[config.mk]
export PLATFORM = sky130hd
export DESIGN_NAME = standby_mode_controller
export DESIGN_NICKNAME = d
export VERILOG_FILES = /design/src/design/standby_pkg.sv /design/src/design/standby_mode_controller.sv
export VERILOG_INCLUDE_DIRS = /design/src /design/src/design
export SDC_FILE = /design/constraint.sdc
export NUM_CORES = 1
export LEC_CHECK = 0
export CAP_MARGIN = 20
export CORE_MARGIN = 5
export CORE_UTILIZATION = 55
export DETAILED_ROUTE_END_ITERATION = 8
export DONT_BUFFER_PORTS = 1
export PLACE_DENSITY = 0.76
export RECOVER_POWER = 100
export SYNTH_ARGS = -nofsm -noshare
export SYNTH_HDL_FRONTEND = slang
export SYNTH_SLANG_ARGS = --single-unit
[constraint.sdc]
create_clock -name pclk -period 2.7 [get_ports pclk]
set_input_delay 0.135 -clock pclk [delete_from_list [all_inputs] [get_ports pclk]]
set_output_delay 0.135 -clock pclk [all_outputs]
set_load 0.03 [all_outputs]
[src/design/standby_defines.svh]
// register offsets, field positions, reset values and timing counts for the standby controller
// assumes a 32-bit apb slave with one aligned word per register
`ifndef STANDBY_DEFINES_SVH
`define STANDBY_DEFINES_SVH
`define SYS_CTRL_ONE_ADDR 12'h038
`define SYS_CTRL_TWO_ADDR 12'h03C
`define STATUS_ADDR 12'h040
`define BIT_STOP_START 7
`define BIT_RELEASE_METHOD 6
`define BIT_PORT_HOLD 4
`define WARMUP_HI 3
`define WARMUP_LO 2
`define BIT_OSC_ENABLE 7
`define BIT_CPU_IDLE 4
`define BIT_TIMING_HALT 2
`define SYS_CTRL_ONE_RESET 8'h00
`define SYS_CTRL_TWO_RESET 8'h80
`define WARMUP_CNT_00 21'h030000
`define WARMUP_CNT_01 21'h010000
`define WARMUP_CNT_10 21'h00C000
`define WARMUP_CNT_11 21'h004000
`define DIVIDER_WIDTH 21
`endif

[src/design/standby_pkg.sv]
// types shared by the standby controller and its bench
// assumes nothing beyond a systemverilog compiler
`default_nettype none
package standby_pkg;
  // operating mode of the block
  typedef enum logic [2:0] {
    normal_run_mode,
    cpu_idle_mode,
    clock_gated_idle_mode,
    stop_mode,
    warmup_mode
  } mode_t;
  // apb request bundle from the master
  typedef struct packed {
    logic psel;
    logic penable;
    logic pwrite;
    logic [11:0] paddr;
    logic [31:0] pwdata;
  } apb_req_t;
  // apb answer bundle to the master
  typedef struct packed {
    logic pready;
    logic pslverr;
    logic [31:0] prdata;
  } apb_rsp_t;
  // control strobes towards the rest of the chip
  typedef struct packed {
    logic osc_run;
    logic cpu_halt;
    logic wdt_halt;
    logic periph_halt;
    logic tg_clear;
    logic port_hiz;
    logic port_in_force_zero;
    logic wake_pin_hiz;
    logic chip_reset_req;
    logic resume_pulse;
  } ctrl_t;
endpackage
`default_nettype wire

[src/design/standby_mode_controller.sv]
// standby controller: stop, cpu idle and clock-gated idle entry and release
// assumes wake pin, reset pin and base-timer clock are asynchronous; the cpu keeps its pc while halted
`default_nettype none
`include "standby_defines.svh"
// Contract
// - stop-start bit enters oscillator-off stop
// - release bit picks edge or level wake
// - level mode: wake pin high releases
// - level mode: pin high skips stop, still warms up
// - stopped ports hiz or hold by bit
// - hold bit zero forces inputs zero
// - wake pin goes hiz in stop
// - warmup field picks four cycle counts
// - release restarts oscillator, warms up, resumes
// - divider counts warmup on basic clock
// - prescaler and divider cleared on stop
// - memory, registers, latches kept in stop
// - pc holds stop instruction plus two
// - reset pin low ends stop normally
// - clearing oscillator enable resets device
// - cpu idle bit halts cpu, self-clears
// - timing halt bit idles, self-clears
// - some bits read back undefined
// - gated idle may end early, asynchronous; here only a synchronised base clock fall ends it
// - gated idle ends on base clock fall
// - cpu idle ends on enabled interrupt
module standby_mode_controller
  (
  input wire logic pclk,
  input wire logic presetn,
  input wire standby_pkg::apb_req_t apb_req,
  output standby_pkg::apb_rsp_t apb_rsp,
  input wire logic wake_port_pin,
  input wire logic base_timer_clock,
  input wire logic enabled_irq_pending,
  output standby_pkg::ctrl_t ctrl,
  output logic [2:0] mode_out,
  output logic [20:0] tg_divider_out
  );
  import standby_pkg::*;

  // synchronisers for the asynchronous inputs
  logic wake_meta_q, wake_sync_q, wake_prev_q;
  logic btc_meta_q, btc_sync_q, btc_prev_q;
  // the two control registers
  logic [7:0] sys_ctrl_one_q;
  logic [7:0] sys_ctrl_two_q;
  // mode and the timing generator divider
  mode_t mode_q;
  logic [`DIVIDER_WIDTH-1:0] divider_q;
  logic [`DIVIDER_WIDTH-1:0] warmup_target;
  // registered answer and control outputs
  apb_rsp_t rsp_q;
  ctrl_t ctrl_q;
  // bus decode helpers plus wake level and wake/base-clock edge helpers
  logic access_phase, wr_en, rd_en;
  logic stop_write, wake_level, wake_rise, btc_fall;

  // warmup length from the two-bit field
  function automatic logic [`DIVIDER_WIDTH-1:0] warmup_count(input logic [1:0] sel);
    case (sel)
      2'h0: warmup_count = `WARMUP_CNT_00;
      2'h1: warmup_count = `WARMUP_CNT_01;
      2'h2: warmup_count = `WARMUP_CNT_10;
      default: warmup_count = `WARMUP_CNT_11;
    endcase
  endfunction

  // address match, used by both write and read paths
  function automatic logic addr_is(input logic [11:0] a, input logic [11:0] b);
    addr_is = (a[11:2] == b[11:2]);
  endfunction

  assign access_phase = apb_req.psel & apb_req.penable;
  assign wr_en = access_phase & apb_req.pwrite;
  assign rd_en = access_phase & ~apb_req.pwrite;
  assign stop_write = wr_en & addr_is(apb_req.paddr, `SYS_CTRL_ONE_ADDR)
    & apb_req.pwdata[`BIT_STOP_START] & (mode_q == normal_run_mode);
  assign wake_level = wake_sync_q;
  assign wake_rise = wake_sync_q & ~wake_prev_q;
  assign btc_fall = ~btc_sync_q & btc_prev_q;
  assign warmup_target = warmup_count(sys_ctrl_one_q[`WARMUP_HI:`WARMUP_LO]);

  // two-flop synchronisers plus an edge flop; the second stage and the edge flop are looked at, never the first
  always_ff @(posedge pclk or negedge presetn)
  begin
    if (!presetn)
    begin
      wake_meta_q <= 1'b0;
      wake_sync_q <= 1'b0;
      wake_prev_q <= 1'b0;
      btc_meta_q <= 1'b0;
      btc_sync_q <= 1'b0;
      btc_prev_q <= 1'b0;
    end
    else
    begin
      wake_meta_q <= wake_port_pin;
      wake_sync_q <= wake_meta_q;
      wake_prev_q <= wake_sync_q;
      btc_meta_q <= base_timer_clock;
      btc_sync_q <= btc_meta_q;
      btc_prev_q <= btc_sync_q;
    end
  end

  // first control register; stop-start self-clears on return to run
  always_ff @(posedge pclk or negedge presetn)
  begin
    if (!presetn)
      sys_ctrl_one_q <= `SYS_CTRL_ONE_RESET;
    else if (wr_en && addr_is(apb_req.paddr, `SYS_CTRL_ONE_ADDR) && mode_q == normal_run_mode)
      sys_ctrl_one_q <= {apb_req.pwdata[7:6], 1'b0, apb_req.pwdata[4:2], 2'b00};
    else if (mode_q == warmup_mode && divider_q >= warmup_target - 1'b1)
      sys_ctrl_one_q[`BIT_STOP_START] <= 1'b0;
  end

  // second control register; idle bits cleared by hardware on release
  always_ff @(posedge pclk or negedge presetn)
  begin
    if (!presetn)
      sys_ctrl_two_q <= `SYS_CTRL_TWO_RESET;
    else if (wr_en && addr_is(apb_req.paddr, `SYS_CTRL_TWO_ADDR) && mode_q == normal_run_mode)
      sys_ctrl_two_q <= {apb_req.pwdata[7], 2'b00, apb_req.pwdata[4], 1'b0, apb_req.pwdata[2], 2'b00};
    else if (mode_q == cpu_idle_mode && enabled_irq_pending)
      sys_ctrl_two_q[`BIT_CPU_IDLE] <= 1'b0;
    else if (mode_q == clock_gated_idle_mode && btc_fall)
      sys_ctrl_two_q[`BIT_TIMING_HALT] <= 1'b0;
  end

  // mode sequencer
  always_ff @(posedge pclk or negedge presetn)
  begin
    if (!presetn)
      mode_q <= normal_run_mode;
    else
    begin
      case (mode_q)
        normal_run_mode:
        begin
          if (stop_write)
          begin
            // level mode with pin already high skips the oscillator stop
            if (apb_req.pwdata[`BIT_RELEASE_METHOD] && wake_level)
              mode_q <= warmup_mode;
            else
              mode_q <= stop_mode;
          end
          else if (wr_en && addr_is(apb_req.paddr, `SYS_CTRL_TWO_ADDR) && apb_req.pwdata[`BIT_CPU_IDLE])
            mode_q <= cpu_idle_mode;
          else if (wr_en && addr_is(apb_req.paddr, `SYS_CTRL_TWO_ADDR) && apb_req.pwdata[`BIT_TIMING_HALT])
            mode_q <= clock_gated_idle_mode;
        end
        stop_mode:
        begin
          // both wake paths; the edge path only on a fresh rise
          if (sys_ctrl_one_q[`BIT_RELEASE_METHOD] ? wake_level : wake_rise)
            mode_q <= warmup_mode;
        end
        warmup_mode:
        begin
          if (divider_q >= warmup_target - 1'b1)
            mode_q <= normal_run_mode;
        end
        cpu_idle_mode:
        begin
          if (enabled_irq_pending)
            mode_q <= normal_run_mode;
        end
        clock_gated_idle_mode:
        begin
          if (btc_fall)
            mode_q <= normal_run_mode;
        end
        default: mode_q <= normal_run_mode;
      endcase
    end
  end

  // timing generator divider: cleared on stop, counts the warmup
  always_ff @(posedge pclk or negedge presetn)
  begin
    if (!presetn)
      divider_q <= '0;
    else if (stop_write || mode_q == stop_mode)
      divider_q <= '0;
    else if (mode_q == warmup_mode && divider_q >= warmup_target - 1'b1)
      divider_q <= '0;
    else
      divider_q <= divider_q + 1'b1;
  end

  // chip-level control strobes, all registered
  always_ff @(posedge pclk or negedge presetn)
  begin
    if (!presetn)
      ctrl_q <= '0;
    else
    begin
      ctrl_q.osc_run <= (mode_q != stop_mode);
      ctrl_q.cpu_halt <= (mode_q != normal_run_mode);
      ctrl_q.wdt_halt <= (mode_q != normal_run_mode);
      ctrl_q.periph_halt <= (mode_q == stop_mode) || (mode_q == warmup_mode)
        || (mode_q == clock_gated_idle_mode);
      ctrl_q.tg_clear <= (mode_q == stop_mode);
      ctrl_q.port_hiz <= (mode_q == stop_mode) && !sys_ctrl_one_q[`BIT_PORT_HOLD];
      ctrl_q.port_in_force_zero <= (mode_q == stop_mode) && !sys_ctrl_one_q[`BIT_PORT_HOLD];
      ctrl_q.wake_pin_hiz <= (mode_q == stop_mode);
      ctrl_q.chip_reset_req <= !sys_ctrl_two_q[`BIT_OSC_ENABLE];
      ctrl_q.resume_pulse <= (mode_q != normal_run_mode) && (mode_q != stop_mode)
        && ((mode_q == warmup_mode) ? (divider_q >= warmup_target - 1'b1)
        : (mode_q == cpu_idle_mode) ? enabled_irq_pending : btc_fall);
    end
  end

  // apb answer: one wait-free access phase, error on unmapped word
  always_ff @(posedge pclk or negedge presetn)
  begin
    if (!presetn)
      rsp_q <= '0;
    else
    begin
      rsp_q.pready <= apb_req.psel & ~apb_req.penable;
      rsp_q.pslverr <= apb_req.psel & ~apb_req.penable
        & ~(addr_is(apb_req.paddr, `SYS_CTRL_ONE_ADDR) | addr_is(apb_req.paddr, `SYS_CTRL_TWO_ADDR)
        | addr_is(apb_req.paddr, `STATUS_ADDR));
      if (apb_req.psel && !apb_req.penable && !apb_req.pwrite)
      begin
        // undefined bits read as zero here
        if (addr_is(apb_req.paddr, `SYS_CTRL_ONE_ADDR))
          rsp_q.prdata <= {24'h000000, sys_ctrl_one_q[7:2], 2'b00};
        else if (addr_is(apb_req.paddr, `SYS_CTRL_TWO_ADDR))
          rsp_q.prdata <= {24'h000000, sys_ctrl_two_q[7:4], 1'b0, sys_ctrl_two_q[2], 2'b00};
        else if (addr_is(apb_req.paddr, `STATUS_ADDR))
          rsp_q.prdata <= {29'h00000000, mode_q};
        else
          rsp_q.prdata <= 32'h00000000;
      end
      else if (rd_en)
        rsp_q.prdata <= rsp_q.prdata;
    end
  end

  // mirrors for observation
  always_ff @(posedge pclk or negedge presetn)
  begin
    if (!presetn)
    begin
      mode_out <= 3'h0;
      tg_divider_out <= 21'h000000;
    end
    else
    begin
      mode_out <= mode_q;
      tg_divider_out <= divider_q;
    end
  end

  assign apb_rsp = rsp_q;
  assign ctrl = ctrl_q;
endmodule
`default_nettype wire

==> metrics <==
outcome finished with violations; violated checks capacitance limit, slew limit; Async SR Flop Fraction 100%; Synth top area share 55.9%; post-route cell area ~0.0037 mm2; global-route wire length before repair 10.6 mm; Die Ht 89.2 um; EDFF count, synth 0; Placed Area roughly 0.0034 mm2; initial core utilization about 57%; fin nets approximately 380; global route overflow 0; PortBufs 0; most frequent cells after synthesis dfrtp_1, buf_4, nand2_1; CP max FO 12; leading cell types by total area after synthesis dfrtp_1, buf_4, nand2_1, nor3_1, xnor2_1; hold_sp apb_req[34]; Avg Synthesized Cell Area about 11 um2; LEAKAGE roughly 0.0018 uW; CTS Sinks a little under 80; Max Fclk ~430 MHz; crit start category register; Clock Root Buffer clkbuf_8; Register-to-Register Path Depth 8; Yosys cell types 49; cell count after synthesis between 300 and 400; DR WL/cell 16.0 um; vias in the first global route roughly 2,200; max_cap viols 1; Post-Place Cells about 370; DRC viols 0; Critical Path Sink Type register; CP required 2.93 ns; sequential fraction of the synthesis area 56.6%; VDD IR max about 0.66 mV; TritonCTS clock tree done; Final setup viols 0; GPL Wtd Cong between 0.8 and 0.9; Worst Max-Slew Pin Slew about 1.8 ns; relative slew slack -21.7%; post-route clock period utilization between 80 and 90%; clock-pin slew on the worst setup and hold paths roughly 0.08 ns; Max clock buf depth 2; reg-to-reg startpoint sys_ctrl_one_q[2]; Detail Route Antenna Nets 0; final max-slew violation count 79; worst-skew pair later-pin latency ~0.35 ns; Critical Path AT roughly 2.6 ns; Hold EP apb_rsp[4]; Clock Skews roughly 0.01 ns; number of I/O pins 120; HPWL after DPL roughly 4.3 mm; All-Layer GR Usage approximately 18%; largest net degree at the start of global routing roughly 80; CTS H-tree depth 3; worst reg-to-reg setup slack approximately 0.35 ns; RSZ-0062 raised after global routing no; min Tclk post-route around 2.4 ns; antenna violations before repair 0; die area between 0.007 and 0.008 mm2; reg2reg end divider_q[2]; Hold Path Cell Cnt 2; synthesized flop and latch total 78; P per Cell Area 735 mW/mm2; CTS buffer count 9; final std cells w/o fill 400; core area between 0.006 and 0.007 mm2; Post-synth top flop dfrtp_1; final antenna diode count 0; std cell rows 28; area delta synth->final 7.83%; Setup CP Type reg -> reg; area leader, netlist dfrtp_1; count leader, synth dfrtp_1; Iter 0 DRT Violations around 110; final hold violations 0; detail-routed via count per cell about 5.5; Via Count roughly 2,200; cell area after synthesis 0.00345 mm2; Ys Warns 0; Pre-antenna DRT Iters 4; WL final between 6 and 7 mm; DIE WIDTH a little under 90 um; share of layout cells above drive strength 1 10.8%; worst hold path type in -> reg; Setup TNS Final 0 ns
[sequential cells by signal (all words and copies together), names as in the netlist]
name / flops
ctrl: 7
sys_ctrl_two_q: 3
mode_q: 3
sys_ctrl_one_q: 5
divider_q: 21
wake_prev_q: 1
wake_level: 1
apb_rsp: 9
mode_out: 3
wake_meta_q: 1
btc_sync_q: 1
btc_prev_q: 1
btc_meta_q: 1
tg_divider_out: 21
[worst max-delay path, cell delays in order (launching register included)]
cell,delay [ns]
dfrtp_1,0.41
or2_2,0.29
ha_1,0.32
nand3_1,0.10
o221ai_1,0.17
a41oi_1,0.09
nor2_2,0.48
buf_4,0.30
nor3_1,0.08
[cell usage in the layout (no fill, tap or decap), types with 3 or more instances in the layout]
master,n
dlygate4sd3_1,12
ha_1,6
and3_1,4
inv_1,11
xor2_1,9
mux2_2,5
clkbuf_8,10
nand2_1,27
conb_1,27
dfrtp_1,77
nand2b_1,4
o21ai_0,11
a21oi_1,7
nor2b_1,5
nor3_1,22
buf_4,3
nand3_1,6
nor2_1,15
o31ai_1,3
mux2i_1,3
xnor2_1,10
nand4_1,4
nand3b_1,3
[stage by stage]
step | hold WS, ns | total power [uW] | util, % | worst slack (ns)
3_3_place_gp | -0.158 | 1830 | 56.6 | 0.173
6_report | 0.0316 | 2740 | 61.7 | 0.348
4_1_cts | 0.0203 | 2770 | 62.4 | 0.0967
3_5_place_dp | -0.158 | 1840 | 56.6 | 0.0900
5_1_grt | 0.0374 | 2880 | 61.7 | 0.139
2_1_floorplan | -0.161 | 1840 | - | 0.696
[final cells by class]
type	instances	area, um2
Timing Repair Buffer	16	148
Inverter	11	41.3
Clock inverter	6	68.8
Fill cell	502	2310
Multi-Input combinational cell	204	1280
Tap cell	75	93.8
Clock buffer	10	138
Sequential cell	78	1950
[cell families (layout without fill, tap and decap cells)]
family / Yosys count / in the layout / synth area share (%)
and+or+nand+nor: 112 / 112 / 19.3
DFF: 78 / 78 / 56.6
buffers and inverters: 48 / 43 / 8.49
AOI/OAI and AO/OA: 32 / 32 / 5.91
xor gates and xnor gates: 19 / 19 / 4.82
muxes: 8 / 8 / 2.50
adders and majority gates: 6 / 6 / 2.18
other: 2 / 27 / 0.218
[what timing repair did]
action / in CTS / in global routing
gates resized for setup: 0 / 1
endpoints found under the setup margin: 0 / 12
hold buffers: 13 / 0
buffers inserted: 0 / 0
endpoints found under the hold margin: 94 / 0
[how the worst max path moves through the flow]
| stage | endpoint | slack (ns) | startpoint | cells past startpoint |
|---|---|---|---|---|
| after floorplan | divider_q[10] | 0.70 | sys_ctrl_one_q[3] | 7 |
| after global placement | divider_q[5] | 0.17 | sys_ctrl_one_q[2] | 7 |
| after detailed placement | divider_q[5] | 0.09 | sys_ctrl_one_q[2] | 8 |
| after CTS | divider_q[2] | 0.1 | sys_ctrl_one_q[2] | 8 |
| after global routing | divider_q[2] | 0.14 | sys_ctrl_one_q[2] | 8 |
| final | divider_q[2] | 0.35 | sys_ctrl_one_q[2] | 8 |
[power breakdown]
part           leakage (uW)  switching [uW]  internal [uW]
registers           0.00103             298           1290
clock network      0.000103             425            458
logic              0.000649             161            103
total               0.00178             883           1850
[per-layer routing]
layer,GRT usage (%),wire length (um),share of wire [%]
met2,26.9,2990,47
met1,22.7,2750,43
met4,10.0,181,2.8
met5,0,0,0
met3,4.79,493,7.7
(Power assumes the default switching activity.)
